===== config.mk =====
export PLATFORM = sky130hd
export DESIGN_NAME = ipv_ctrl
export DESIGN_NICKNAME = d
export VERILOG_FILES = /design/src/ipv_pkg.sv /design/src/ipv_ctrl.sv
export VERILOG_INCLUDE_DIRS = /design/src
export SDC_FILE = /design/constraint.sdc
export NUM_CORES = 1
export LEC_CHECK = 0
export ABC_CLOCK_PERIOD_IN_PS = 7500
export BUFFER_PORTS_ARGS = -buffer_cell sky130_fd_sc_hd__clkbuf_2
export CORE_AREA = 2 2 126 128
export DETAILED_ROUTE_END_ITERATION = 16
export DIE_AREA = 0 0 128 130
export GPL_TIMING_DRIVEN = 0
export HOLD_SLACK_MARGIN = 0.08
export PLACE_DENSITY = 0.87
export SKIP_LAST_GASP = 1
export SYNTH_ARGS = -nofsm -noshare
export SYNTH_HDL_FRONTEND = slang
export SYNTH_SLANG_ARGS = --single-unit

===== constraint.sdc =====
create_clock -name pclk -period 7.5 [get_ports pclk]
set_clock_uncertainty 0.2 [all_clocks]
set_input_delay 0.375 -clock pclk [delete_from_list [all_inputs] [get_ports pclk]]
set_output_delay 0.375 -clock pclk [all_outputs]
set_load 0.02 [all_outputs]

===== src/ipv_cfg.svh =====
// Summary of operation
// - priority fields are three bits; 111 is level 7, 001 is level 1
// - a source whose priority field is zero is never offered to the cpu
// - every user priority field resets to level 4 (binary 100)
// - priority register 17 bits 14-12 can2 transmit, bits 10-8 can1 transmit
// - same register bits 6-4 dma channel 7 done, bits 2-0 dma channel 6 done
// - unimplemented priority and status bits ignore writes and read zero
// - status bits 11-8 show the new cpu level 0 to 15, reset zero
// - status bits 6-0 show the pending vector minus 8, vectors 8 to 135
// - nesting disable at control bit 15 stops a user source preempting any handler; traps still preempt
// - a source requests only while its enable bit is set
// - a flag still set after return raises the same interrupt again
// - return restores saved status low byte and old level
// - a trap re-enters until software clears its trap status flag
// - cpu level 7, set by oring 0x0E into status low byte, blocks users
// - traps use levels 8 to 15 and no disable mechanism blocks them
// - timed disable masks levels 1 to 6 for a period; level 7 still taken
`ifndef IPV_CFG_SVH
`define IPV_CFG_SVH

// ****************************************************************
// register byte offsets
// ****************************************************************
`define IPV_OFF_PRIO17      8'h00
`define IPV_OFF_LVLVEC      8'h04
`define IPV_OFF_CTRL1       8'h08
`define IPV_OFF_FLAG        8'h0C
`define IPV_OFF_ENABLE      8'h10
`define IPV_OFF_STATUS      8'h14
`define IPV_OFF_TDIS        8'h18
`define IPV_OFF_EVT         8'h1C
`define IPV_OFF_EVT_MASK    8'h20

// ****************************************************************
// fields and reset values
// ****************************************************************
`define IPV_PRIO_MASK       16'h7777
`define IPV_PRIO_RESET      16'h4444
`define IPV_NEST_BIT        15
`define IPV_LVL_LSB         1
`define IPV_ILR_LSB         8
`define IPV_VEC_BASE        8
`define IPV_USER_MAX_LVL    4'h7
`define IPV_TDIS_FLOOR      4'h6
`define IPV_STACK_DEPTH     8
`define IPV_NUM_SRC         4
`define IPV_NUM_TRAP        8

// ****************************************************************
// vector indices (vector number minus 8)
// ****************************************************************
`define IPV_VEC_TRAP0       7'h00
`define IPV_VEC_DMA6        7'h40
`define IPV_VEC_DMA7        7'h41
`define IPV_VEC_CAN1TX      7'h42
`define IPV_VEC_CAN2TX      7'h43

`endif


===== src/ipv_pkg.sv =====
`include "ipv_cfg.svh"

package ipv_pkg;

   // ****************************************************************
   // offer to the cpu
   // ****************************************************************
   typedef struct packed {
      logic       valid;
      logic [6:0] vector_index;
      logic [3:0] level;
   } ipv_offer_type;

   // saved context: old top level bit and status low byte
   typedef struct packed {
      logic       level_hi;
      logic [7:0] status_low_byte;
   } ipv_frame_type;

   // ****************************************************************
   // whole state of the block
   // ****************************************************************
   typedef struct packed {
      logic [15:0]                                   priority_ctrl_17;
      logic [`IPV_NUM_SRC-1:0]                       source_flags;
      logic [`IPV_NUM_SRC-1:0]                       source_enables;
      logic                                          nesting_disable;
      logic [`IPV_NUM_TRAP-1:0]                      trap_flags;
      logic [7:0]                                    status_low_byte;
      logic                                          level_hi;
      logic [`IPV_STACK_DEPTH-1:0][8:0]              stack;
      logic [3:0]                                    depth;
      logic [15:0]                                   disable_count;
      logic [3:0]                                    new_cpu_level;
      logic [6:0]                                    pending_vector_index;
      ipv_offer_type                                 offer;
      logic [1:0]                                    evt;
      logic [1:0]                                    evt_mask;
      logic [31:0]                                   rdata;
      logic                                          slverr;
   } ipv_state_type;

endpackage


===== src/ipv_ctrl.sv =====
// Added by the designer: the register addresses and the APB interface to the registers.
`include "ipv_cfg.svh"

module ipv_ctrl #(
   parameter int TDIS_W = 14
) (
   input  wire logic                       pclk,
   input  wire logic                       presetn,
   input  wire logic                       psel,
   input  wire logic                       penable,
   input  wire logic                       pwrite,
   input  wire logic [7:0]                 paddr,
   input  wire logic [31:0]                pwdata,
   output      logic [31:0]                prdata,
   output      logic                       pready,
   output      logic                       pslverr,
   input  wire logic [`IPV_NUM_SRC-1:0]    source_event,
   input  wire logic [`IPV_NUM_TRAP-1:0]   trap_event,
   output      ipv_pkg::ipv_offer_type     offer,
   input  wire logic                       cpu_accept,
   input  wire logic                       cpu_return,
   output      logic [3:0]                 cpu_level,
   output      logic                       irq
);

   // ****************************************************************
   // elaboration check
   // ****************************************************************
   if (TDIS_W < 1 || TDIS_W > 16) begin : g_bad_width
      $error("TDIS_W must lie between 1 and 16");
   end

   ipv_pkg::ipv_state_type s;
   ipv_pkg::ipv_state_type next_s;

   // ****************************************************************
   // helpers
   // ****************************************************************
   // priority field of source i; order dma6, dma7, can1, can2
   function automatic logic [2:0] prio_of(input logic [15:0] reg17, input int i);
      prio_of = reg17[4*i +: 3];
   endfunction

   // vector index of source i
   function automatic logic [6:0] vec_of(input int i);
      case (i)
         0:       vec_of = `IPV_VEC_DMA6;
         1:       vec_of = `IPV_VEC_DMA7;
         2:       vec_of = `IPV_VEC_CAN1TX;
         default: vec_of = `IPV_VEC_CAN2TX;
      endcase
   endfunction

   // register read mux
   function automatic logic [31:0] read_of(input ipv_pkg::ipv_state_type st,
                                           input logic [7:0] a);
      read_of = 32'h0000_0000;
      case (a)
         `IPV_OFF_PRIO17:   read_of[15:0] = st.priority_ctrl_17 & `IPV_PRIO_MASK;
         `IPV_OFF_LVLVEC: begin
            read_of[11:8] = st.new_cpu_level;
            read_of[6:0]  = st.pending_vector_index;
         end
         `IPV_OFF_CTRL1: begin
            read_of[`IPV_NEST_BIT]         = st.nesting_disable;
            read_of[`IPV_NUM_TRAP-1:0]     = st.trap_flags;
         end
         `IPV_OFF_FLAG:     read_of[`IPV_NUM_SRC-1:0] = st.source_flags;
         `IPV_OFF_ENABLE:   read_of[`IPV_NUM_SRC-1:0] = st.source_enables;
         `IPV_OFF_STATUS: begin
            read_of[7:0] = st.status_low_byte;
            read_of[8]   = st.level_hi;
         end
         `IPV_OFF_TDIS:     read_of[15:0] = st.disable_count;
         `IPV_OFF_EVT:      read_of[1:0]  = st.evt;
         `IPV_OFF_EVT_MASK: read_of[1:0]  = st.evt_mask;
         default:           read_of = 32'h0000_0000;
      endcase
   endfunction

   // address decode
   function automatic logic mapped(input logic [7:0] a);
      case (a)
         `IPV_OFF_PRIO17, `IPV_OFF_LVLVEC, `IPV_OFF_CTRL1, `IPV_OFF_FLAG,
         `IPV_OFF_ENABLE, `IPV_OFF_STATUS, `IPV_OFF_TDIS, `IPV_OFF_EVT,
         `IPV_OFF_EVT_MASK: mapped = 1'b1;
         default:           mapped = 1'b0;
      endcase
   endfunction

   // ****************************************************************
   // next state
   // ****************************************************************
   always_comb begin
      logic        wr;
      logic        setup;
      logic [3:0]  cur_lvl;
      logic [3:0]  floor_lvl;
      logic [2:0]  best_lvl;
      logic [6:0]  best_vec;
      logic        trap_hit;
      logic [3:0]  trap_lvl;
      logic [6:0]  trap_vec;
      logic        take;
      logic        give_back;
      logic [8:0]  frame;
      logic [3:0]  lvl_new;
      logic [`IPV_NUM_SRC-1:0]  src_clr;
      logic [`IPV_NUM_TRAP-1:0] trap_clr;
      logic [1:0]  evt_clr;
      logic [1:0]  evt_set;

      next_s    = s;
      wr        = psel && penable && pwrite;
      setup     = psel && !penable;
      src_clr   = '0;
      trap_clr  = '0;
      evt_clr   = 2'h0;
      evt_set   = 2'h0;
      frame     = 9'h000;
      lvl_new   = 4'h0;

      // current cpu level from status low byte and top bit
      cur_lvl = {s.level_hi, s.status_low_byte[`IPV_LVL_LSB +: 3]};

      // effective floor from nesting and timed disable
      floor_lvl = cur_lvl;
      if (s.nesting_disable && s.depth != 4'h0 && floor_lvl < `IPV_USER_MAX_LVL) begin
         floor_lvl = `IPV_USER_MAX_LVL;
      end
      if (s.disable_count != 16'h0000 && floor_lvl < `IPV_TDIS_FLOOR) begin
         floor_lvl = `IPV_TDIS_FLOOR;
      end

      // highest user source; ties go to the lower index
      best_lvl = 3'h0;
      best_vec = 7'h00;
      for (int i = 0; i < `IPV_NUM_SRC; i++) begin
         if (s.source_flags[i] && s.source_enables[i]
             && prio_of(s.priority_ctrl_17, i) > best_lvl) begin
            best_lvl = prio_of(s.priority_ctrl_17, i);
            best_vec = vec_of(i);
         end
      end

      // traps at levels 8 to 15, highest wins, above any user floor
      trap_hit = 1'b0;
      trap_lvl = 4'h0;
      trap_vec = 7'h00;
      for (int i = 0; i < `IPV_NUM_TRAP; i++) begin
         if (s.trap_flags[i] && (4'h8 | 4'(i)) > cur_lvl) begin
            trap_hit = 1'b1;
            trap_lvl = 4'h8 | 4'(i);
            trap_vec = `IPV_VEC_TRAP0 + 7'(i);
         end
      end

      // accept and return handshakes; return has precedence
      give_back = cpu_return && s.depth != 4'h0;
      take      = cpu_accept && s.offer.valid && !give_back;

      if (give_back) begin
         frame                  = s.stack[s.depth - 4'h1];
         next_s.depth           = s.depth - 4'h1;
         next_s.level_hi        = frame[8];
         next_s.status_low_byte = frame[7:0];
         evt_set[1]             = 1'b1;
      end else if (take) begin
         lvl_new                     = s.offer.level;
         next_s.stack[s.depth]       = {s.level_hi, s.status_low_byte};
         next_s.depth                = s.depth + 4'h1;
         next_s.level_hi             = lvl_new[3];
         next_s.status_low_byte[`IPV_LVL_LSB +: 3] = lvl_new[2:0];
         next_s.new_cpu_level        = lvl_new;
         next_s.pending_vector_index = s.offer.vector_index;
         evt_set[0]                  = 1'b1;
      end

      // offer, registered; withdrawn on the accepting edge
      next_s.offer = '0;
      if (!take && !give_back && s.depth < 4'(`IPV_STACK_DEPTH)) begin
         if (trap_hit) begin
            next_s.offer.valid        = 1'b1;
            next_s.offer.vector_index = trap_vec;
            next_s.offer.level        = trap_lvl;
         end else if (best_lvl != 3'h0 && {1'b0, best_lvl} > floor_lvl) begin
            next_s.offer.valid        = 1'b1;
            next_s.offer.vector_index = best_vec;
            next_s.offer.level        = {1'b0, best_lvl};
         end
      end

      // timed disable counter runs down
      if (s.disable_count != 16'h0000) begin
         next_s.disable_count = s.disable_count - 16'h0001;
      end

      // register writes
      if (wr) begin
         case (paddr)
            `IPV_OFF_PRIO17:
               next_s.priority_ctrl_17 = pwdata[15:0] & `IPV_PRIO_MASK;
            `IPV_OFF_CTRL1: begin
               next_s.nesting_disable = pwdata[`IPV_NEST_BIT];
               trap_clr               = pwdata[`IPV_NUM_TRAP-1:0];
            end
            `IPV_OFF_FLAG:
               src_clr = pwdata[`IPV_NUM_SRC-1:0];
            `IPV_OFF_ENABLE:
               next_s.source_enables = pwdata[`IPV_NUM_SRC-1:0];
            `IPV_OFF_STATUS:
               if (!give_back && !take) begin
                  next_s.status_low_byte = pwdata[7:0];
               end
            `IPV_OFF_TDIS:
               next_s.disable_count = 16'(pwdata[TDIS_W-1:0]);
            `IPV_OFF_EVT:
               evt_clr = pwdata[1:0];
            `IPV_OFF_EVT_MASK:
               next_s.evt_mask = pwdata[1:0];
            default: begin
            end
         endcase
      end

      // sticky flags: a new event wins over a clear in the same cycle
      next_s.source_flags = (s.source_flags & ~src_clr) | source_event;
      next_s.trap_flags   = (s.trap_flags & ~trap_clr) | trap_event;
      next_s.evt          = (s.evt & ~evt_clr) | evt_set;

      // read data and error captured in the setup cycle
      if (setup) begin
         next_s.rdata  = pwrite ? 32'h0000_0000 : read_of(s, paddr);
         next_s.slverr = !mapped(paddr);
      end
   end

   // ****************************************************************
   // state register
   // ****************************************************************
   always_ff @(posedge pclk or negedge presetn) begin
      if (!presetn) begin
         s                  <= '0;
         s.priority_ctrl_17 <= `IPV_PRIO_RESET;
      end else begin
         s <= next_s;
      end
   end

   // ****************************************************************
   // outputs
   // ****************************************************************
   assign prdata    = s.rdata;
   assign pready    = 1'b1;            // zero wait states
   assign pslverr   = s.slverr && psel && penable;
   assign offer     = s.offer;
   assign cpu_level = {s.level_hi, s.status_low_byte[`IPV_LVL_LSB +: 3]};
   assign irq       = |(s.evt & s.evt_mask);

endmodule


==> reports/metrics.cfg, run 1 <==
[cts]
cts_sinks = 168
cts_tree = yes
htree_levels = 4
cts_root_buf = clkbuf_16
path_clk_slew_ns = 0.07
cts_made_buffers = 17
worstSkewPairLatency_ns = 0.45
cts_buffer_depth = 2
postCtsSetupBuffers = 0

[detailed_routing]
vias = 7367
drc = 0
drt-initial-drc-count = 1040
first_pass_iters = 7
avgViaCountPerCell = 6.28
ant_nets = 0
wl_per_cell_um = 20.3
wirelength_um = 23900

[power_and_ir_drop]
p_int_mw = 1.67
combinationalPowerShare_pct = 24.1
power_leakage_nw = 4.78
power_density_nw_per_um2 = 241
seqPwrFrac_pct = 42.7
pwr-share-clk_pct = 33.2
ir_drop_mv = 0.220
p_sw_share_pct = 33.6
switchingPower_uw = 844

[timing]
fin_crit_sh_pct = 93.3
slew_violations = 0
finalSetupViolCount = 0
setup_tns_ns = 0
rsz0062_at_grt = no
finalHoldViolCount = 0
fin_crit_ns = 7.00
maxSlewHeadroom_pct = 40.0
hold_ws_ns = 0.0925
final.setup.worst_slack_ns = 0.501
worst_pin_slew_ns = 0.895
fmax_ghz = 0.143

[global_route]
antenna_found_initial = 0
grtUsageMet3_pct = 6.56
grt_pass1_vias = 7245
use_met2_pct = 49.8
grt_max_degree = 121
grt-ovfl-total = 0
top_usage_layer = met2
grt_first_pass_wirelength_um = 38100
met1_usage_pct = 37.9
gr-usage-all-layers_pct = 30.0

[synth]
yosysSeqAreaShare_pct = 47.2
yosysTopAreaCellShare_pct = 46.0
synth_edf_count = 0
syn_inst = 833
netlist_area_um2 = 8920
synth_area_leaders = dfrtp_1 (46%), mux2_2 (11%), mux4_2 (4.5%), buf_4 (4.1%), nand2_1 (3.7%)
synth_seq_cells = 168
yosys_warnings = 0
async_flop_share_pct = 100
ys_types = 72
yosysTopAreaCell = dfrtp_1
syn_avg_cell_area_um2 = 10.7
synth_ff_type = dfrtp_1

[floorplanning]
die_area_um2 = 16600
die_height_um = 130
start_util_pct = 57.8
rows = 46
io_pins = 110
core_um2 = 15400
die_x_um = 128

[final_layout]
final_cell_mix = dfrtp_1 (164), nand2_1 (88), mux2_2 (86)
layout.nets = 1040
num_antenna_cells = 0
n_fill_cell = 1110
area_growth_pct = 17.1
layout_commonest_cell = dfrtp_1
layout-drive-gt1-share_pct = 28.8

[critical_path]
slowest_stage = dfstp_2
slowest_delay_ns = 0.56
cp_common_cell = ha_1
critPathKind = reg2reg
crit_fanout = 7
setup.worst_path.end_class = flip-flop
arrival_ns = 7.13
startpoint_type = flip-flop
worstPathRequired_ns = 7.63

[placed_design]
dp_hpwl_um = 16500
finalWeightedCongestion = 0.971
numPortBuffers = 73
pre_cts_ws_ns = 0.342

[run]
drv_cap = 0

[status]
status = complete, no violations

[worst_hold_path]
hold_class = in2reg

[Yosys cell counts, drive strengths merged, types with 3 or more instances]
cell	n
a31oi	9
mux2i	3
nand2	88
inv	19
a211oi	5
nor4	6
and3	6
ha	12
dfrtp	164
a22o	9
o31ai	3
xor2	3
a22oi	17
a21o	15
a21boi	3
and2	8
nand4	5
nor2b	8
dfstp	4
nor3b	3
nor2	60
nand4b	3
nand3	15
a222oi	8
a221oi	10
mux2	86
a21oi	44
nand3b	4
nand2b	7
xnor2	12
or3	4
o41ai	5
buf	59
mux4	18
clkbuf	33
nor3	16
o21ai	30
[critical path, delay by kind of cell (launching register included)]
family          cells  cell delay, ns
mux                 3            1.18
compound gates     10            2.37
simple gates        8            1.26
fa+ha+maj           4            1.31
flops               1            0.56
[cells by family (layout without fill, tap and decap cells)]
family / Yosys count / in the layout / synth area share [%]
other: 2 / 20 / 0.0842
multiplexers: 107 / 107 / 15.7
AND/OR/NAND/NOR: 238 / 238 / 12.7
AO/OA/AOI/OAI: 180 / 180 / 14.3
XOR/XNOR: 15 / 15 / 1.47
buffers and inverters: 111 / 242 / 6.78
adder cells (fa/ha/maj): 12 / 12 / 1.68
flip-flops: 168 / 168 / 47.2
[per-layer routing]
layer / up-vias / part of all wire, % / wire length (um)
li1: 3244 / - / -
met2: 435 / 49 / 11700
met3: 93 / 8.3 / 1980
met4: 0 / 4.4 / 1060
met5: - / 0 / 0
met1: 3595 / 38 / 9160
[power by group through the flow]
stage | Combinational [mW] | Clock (mW) | Sequential (mW)
after detailed placement | 0.583 | 0 | 1.08
after floorplan | 0.418 | 0 | 1.05
after CTS | 0.598 | 0.837 | 1.07
final | 0.605 | 0.835 | 1.07
after global routing | 0.654 | 0.882 | 1.08
after global placement | 0.561 | 0 | 1.08
[layout make-up]
class	instances	area (um2)	share of cell area (%)
buffer	92	533	5.11
tap	192	240	2.30
inverter	19	71.3	0.683
clock inverter	13	111	1.07
multi-input combinational	572	4180	40.0
clock buffer	19	443	4.24
timing repair buffer	99	652	6.25
sequential	168	4210	40.3
[repair_timing]
action | CTS | global route
hold endpoints to repair | 79 | 0
gates resized for setup | 0 | 2
hold buffers | 25 | 0
setup endpoints to repair | 0 | 7
[path summary, 6_finish.rpt]
check | startpoint | end | slack, ns | depth (start not counted)
min in group asynchronous | presetn | prdata[5] | 0.24 | 2
worst max-delay path | s[180] | offer[0] | 0.50 | 25
worst min register to register | offer[10] | s[55] | 0.27 | 2
worst min-delay path | pwdata[3] | s[164] | 0.09 | 3
worst max register to register | s[180] | offer[0] | 0.50 | 25
max in group asynchronous | presetn | asynchronous set/reset pin | 5.95 | 3
[per-stage QoR]
step | power (mW) | util [%] | area [um2] | instances
3_5_place_dp | 1.66 | 62.4 | 9630 | 1117
3_3_place_gp | 1.64 | 62.2 | 9590 | 1116
2_1_floorplan | 1.47 | - | 8980 | 851
6_report | 2.51 | 67.7 | 10400 | 1174
4_1_cts | 2.50 | 67.6 | 10400 | 1174
5_1_grt | 2.61 | 67.7 | 10400 | 1174
Note: power is estimated with default switching activity, not from simulation.
==> run 2, diff against run 1 <==
--- a/config.mk
+++ b/config.mk
@@ -8,7 +8,9 @@
 export LEC_CHECK = 0
 export ABC_CLOCK_PERIOD_IN_PS = 7500
 export BUFFER_PORTS_ARGS = -buffer_cell sky130_fd_sc_hd__clkbuf_2
+export CAP_MARGIN = 40
 export CORE_AREA = 2 2 126 128
+export CTS_BUF_LIST = sky130_fd_sc_hd__clkbuf_16
 export DETAILED_ROUTE_END_ITERATION = 16
 export DIE_AREA = 0 0 128 130
 export GPL_TIMING_DRIVEN = 0
@@ -18,3 +20,4 @@
 export SYNTH_ARGS = -nofsm -noshare
 export SYNTH_HDL_FRONTEND = slang
 export SYNTH_SLANG_ARGS = --single-unit
+export TNS_END_PERCENT = 30
==> reports/metrics.cfg, run 2 (synthesis gave the netlist of run 1 again) <==
[cts]
cts_sinks = 168
worstSkewPairLatency_ns = 0.46
cts_tree = yes
cts_root_buf = clkbuf_16
path_clk_slew_ns = 0.08
cts_made_buffers = 17
cts_buffer_depth = 2
postCtsSetupBuffers = 0
htree_levels = 4

[floorplanning]
core_um2 = 15400
die_height_um = 130
rows = 46
io_pins = 110
start_util_pct = 57.8
die_x_um = 128
die_area_um2 = 16600

[timing]
fin_crit_ns = 7.07
slew_violations = 0
finalSetupViolCount = 0
finalHoldViolCount = 0
fmax_ghz = 0.142
fin_crit_sh_pct = 94.2
maxSlewHeadroom_pct = 36.8
worst_pin_slew_ns = 0.939
rsz0062_at_grt = no
final.setup.worst_slack_ns = 0.433
setup_tns_ns = 0

[detailed_routing]
wirelength_um = 24900
drc = 0
wl_per_cell_um = 21.1
met1_length_um = 9410
avgViaCountPerCell = 6.34
first_pass_iters = 8
wl_met2_um = 11900
vias = 7463
ant_nets = 0
drt-initial-drc-count = 1069
wl_met3_um = 2120
highest_layer = met4

[final_layout]
n_fill_cell = 1079
layout-drive-gt1-share_pct = 28.8
final_cell_mix = dfrtp_1 (164), nand2_1 (88), mux2_2 (86)
num_antenna_cells = 0
area_growth_pct = 18.0
layout_commonest_cell = dfrtp_1
layout.nets = 1044

[placed_design]
dp_hpwl_um = 16500
pre_cts_ws_ns = 0.324
numPortBuffers = 73
finalWeightedCongestion = 0.971

[critical_path]
worstPathRequired_ns = 7.63
arrival_ns = 7.20
startpoint_type = flip-flop
critPathKind = reg2reg
setup.worst_path.end_class = flip-flop
crit_fanout = 7

[global_route]
gr-usage-all-layers_pct = 31.2
grt_first_pass_wirelength_um = 39300
grt_pass1_vias = 7427
antenna_found_initial = 0
grt_max_degree = 91
grt-ovfl-total = 0

[power_and_ir_drop]
power_density_nw_per_um2 = 245
ir_drop_mv = 0.204
total_power_mw = 2.58
power_leakage_nw = 4.81

[worst_hold_path]
hold_class = in2reg

[status]
status = complete, no violations

[run]
drv_cap = 0

[run 2: cell types whose count changed in the layout (fill, tap and decap cells not counted), sizes merged]
cell,before,now
clkbuf,125,123
dlygate4sd3,25,29
bufinv,0,1
inv,25,27
clkinv,5,4
[run 2: worst paths after layout]
| check | from | end | slack (ns) | cells past startpoint |
|---|---|---|---|---|
| worst max register to register | s[170] | offer[0] | 0.43 | 25 |
| worst max-delay path | s[170] | offer[0] | 0.43 | 25 |
| worst min register to register | offer[4] | s[49] | 0.27 | 2 |
| worst min-delay path | pwdata[2] | s[62] | 0.09 | 3 |
| min in group asynchronous | presetn | prdata[9] | 0.32 | 2 |
| max in group asynchronous | presetn | s[180] | 5.86 | 3 |
[run 2: repair_timing]
| item | 4_1_cts | 5_1_grt |
|---|---|---|
| hold buffers | 28 | 1 |
| hold endpoints to repair | 119 | 1 |
| gates resized for setup | 0 | 2 |
| endpoints found under the setup margin | 0 | 7 |
[run 2: per-layer routing]
| metal | track usage (%) | up-vias |
|---|---|---|
| met4 | 18.6 | 0 |
| met1 | 38.1 | 3631 |
| met5 | 0 | - |
| li1 | - | 3255 |
| met3 | 7.95 | 127 |
| met2 | 50.7 | 450 |
[run 2: final cells by class]
cell class,instances,area (um2),share of cell area [%]
multi-input cells,572,4180,39.7
clock inverters,15,176,1.68
well taps,192,240,2.28
inverters,19,71.3,0.678
flip-flops and latches,168,4210,40.0
repair buffers,103,692,6.57
clock buffers,17,425,4.04
plain buffers,92,533,5.06
[run 2: report_power, final]
part	internal, mW	switching (mW)	total (mW)
sequential	0.988	0.0840	1.07
clock	0.477	0.427	0.904
combinational	0.238	0.369	0.607
[run 2: critical path, cell delays in order, from the launching register on]
cell,delay [ns]
dfrtp_1,0.49
nand3_1,0.25
ha_1,0.40
nor2b_4,0.17
o311ai_1,0.12
nor2_2,0.34
mux2_2,0.40
ha_1,0.29
nor2_1,0.19
nand4b_1,0.14
o311ai_1,0.10
a21oi_1,0.35
mux2_2,0.43
ha_1,0.30
a21oi_1,0.08
o31a_1,0.24
o41a_1,0.45
mux2_2,0.35
ha_1,0.31
nand2_1,0.13
nor3_1,0.06
a21oi_1,0.18
o41ai_2,0.11
a211oi_2,0.45
o21ai_0,0.18
and2_1,0.23
[run 2: metrics by stage]
stage | std cells | utilization, % | cell area (um2) | hold slack, ns
global placement | 1116 | 62.2 | 9590 | 0.250
global route | 1178 | 68.2 | 10500 | 0.0927
floorplan | 851 | - | 8980 | -0.121
CTS | 1177 | 68.1 | 10500 | 0.0812
finish | 1178 | 68.2 | 10500 | 0.0872
detailed placement | 1117 | 62.4 | 9630 | 0.264
==> run 3, diff against run 2 <==
--- a/config.mk
+++ b/config.mk
@@ -17,6 +17,7 @@
 export HOLD_SLACK_MARGIN = 0.08
 export PLACE_DENSITY = 0.87
 export SKIP_LAST_GASP = 1
+export SLEW_MARGIN = 20
 export SYNTH_ARGS = -nofsm -noshare
 export SYNTH_HDL_FRONTEND = slang
 export SYNTH_SLANG_ARGS = --single-unit
==> constraint.sdc (replaced) <==
create_clock -name pclk -period 7.5 [get_ports pclk]
set_clock_uncertainty 0.2 [all_clocks]
set_input_delay 0 -clock pclk [delete_from_list [all_inputs] [get_ports pclk]]
set_output_delay 0 -clock pclk [all_outputs]
set_load 0.02 [all_outputs]
==> reports/metrics.cfg, run 3 (synthesis gave the netlist of run 1 again) <==
[power_and_ir_drop]
p_sw_share_pct = 34.1
ir_drop_mv = 0.196
combinationalPowerShare_pct = 24.4
p_int_mw = 1.72
switchingPower_uw = 891
seqPwrFrac_pct = 41.1
power_leakage_nw = 4.97
power_density_nw_per_um2 = 239
pwr-share-clk_pct = 34.5

[critical_path]
worstPathRequired_ns = 7.63
startpoint = s[174]
slowest_stage = dfrtp_1
arrival_ns = 7.15
setup.worst_path.end_class = flip-flop
r2r_slack_ns = 0.48
startpoint_type = flip-flop
crit_fanout = 7
critPathKind = reg2reg
slowest_delay_ns = 0.48
r2r_start = s[174]
cp_common_cell = ha_1
ff2ff_path_depth = 25
endpoint = offer[0]
reg2reg_to = offer[0]

[cts]
cts_tree = yes
postCtsSetupBuffers = 0
cts_root_buf = clkbuf_16
cts_made_buffers = 17
cts_sinks = 168
worstSkewPairLatency_ns = 0.45
path_clk_slew_ns = 0.08
cts_buffer_depth = 2
htree_levels = 4

[floorplanning]
rows = 46
start_util_pct = 57.8
io_pins = 110
die_x_um = 128
core_um2 = 15400
die_area_um2 = 16600
die_height_um = 130

[timing]
fmax_ghz = 0.142
worst_pin_slew_ns = 0.934
slew_violations = 0
finalSetupViolCount = 0
setup_tns_ns = 0
fin_crit_ns = 7.02
rsz0062_at_grt = no
final.setup.worst_slack_ns = 0.480
fin_crit_sh_pct = 93.6
maxSlewHeadroom_pct = 37.5
finalHoldViolCount = 0

[global_route]
grt-ovfl-total = 0
antenna_found_initial = 0
grt_first_pass_wirelength_um = 41700
gr-usage-all-layers_pct = 33.2
grt_pass1_vias = 7858
grt_max_degree = 87

[final_layout]
fin_cells = 1219
final_cell_mix = dfrtp_1 (164), nand2_1 (88), mux2_2 (86)
layout-drive-gt1-share_pct = 28.3
fin_util_pct = 70.9
layout.nets = 1085
area_growth_pct = 22.7
layout_commonest_cell = dfrtp_1
num_antenna_cells = 0

[detailed_routing]
avgViaCountPerCell = 6.49
ant_nets = 0
wirelength_um = 26500
first_pass_iters = 6
vias = 7907
drc = 0
drt-initial-drc-count = 1300
wl_per_cell_um = 21.7

[status]
status = complete, no violations

[placed_design]
pre_cts_ws_ns = 0.324
place_inst = 1117
dp_hpwl_um = 16500
numPortBuffers = 73
finalWeightedCongestion = 0.971

[run]
drv_cap = 0

[worst_hold_path]
hold_class = in2reg
min_from = penable

==> run 3: metrics by stage <==
step / cell area [um2] / total power, mW / hold WS, ns
2_1_floorplan: 8980 / 1.47 / -0.496
3_3_place_gp: 9590 / 1.64 / -0.0185
3_5_place_dp: 9630 / 1.66 / -0.0879
4_1_cts: 10900 / 2.58 / 0.0906
5_1_grt: 10900 / 2.71 / 0.146
6_report: 10900 / 2.61 / 0.0887
==> run 3: cell type report <==
| cell class | count | area [um2] |
|---|---|---|
| buffer | 92 | 533 |
| inverter | 19 | 71.3 |
| timing repair buffer | 144 | 1110 |
| clock inverter | 15 | 176 |
| clock buffer | 17 | 425 |
| multi-input combinational | 572 | 4180 |
| fill | 1013 | 4490 |
| tap | 192 | 240 |
| sequential | 168 | 4210 |
==> run 3: layer usage <==
metal / up-vias / track usage (%) / part of all wire [%]
met1: 3830 / 39.6 / 37
met3: 182 / 8.57 / 9.4
met2: 554 / 54.7 / 48
met4: 0 / 19.8 / 6.2
met5: - / 0 / 0
li1: 3341 / - / -
==> run 3: timing repair <==
action	4_1_cts	5_1_grt
endpoints found under the hold margin	254	0
endpoints found under the setup margin	0	7
hold buffers	64	0
gates resized for setup	0	2
==> run 3: how the worst min path moves through the flow <==
stage	to	slack [ns]	depth (start not counted)
2_1_floorplan	asynchronous set/reset pin	-0.50	0
3_3_place_gp	s[177]	-0.02	2
3_5_place_dp	prdata[9]	-0.09	1
4_1_cts	prdata[1]	0.09	6
5_1_grt	s[169]	0.15	3
6_report	prdata[15]	0.09	5
==> run 3: worst max-delay path, delay by kind of cell (launching register included) <==
kind | cells | cell delay (ns)
and+or+nand+nor | 8 | 1.47
DFF | 1 | 0.48
AOI/OAI and AO/OA | 10 | 2.25
muxes | 3 | 1.18
adders and majority gates | 4 | 1.31
==> run 3: power groups by stage <==
stage	Combinational (mW)	Sequential, mW	Clock (mW)
after global routing	0.688	1.08	0.947
final	0.638	1.07	0.902
after detailed placement	0.582	1.08	0
after CTS	0.613	1.07	0.901
after global placement	0.561	1.08	0
after floorplan	0.418	1.05	0
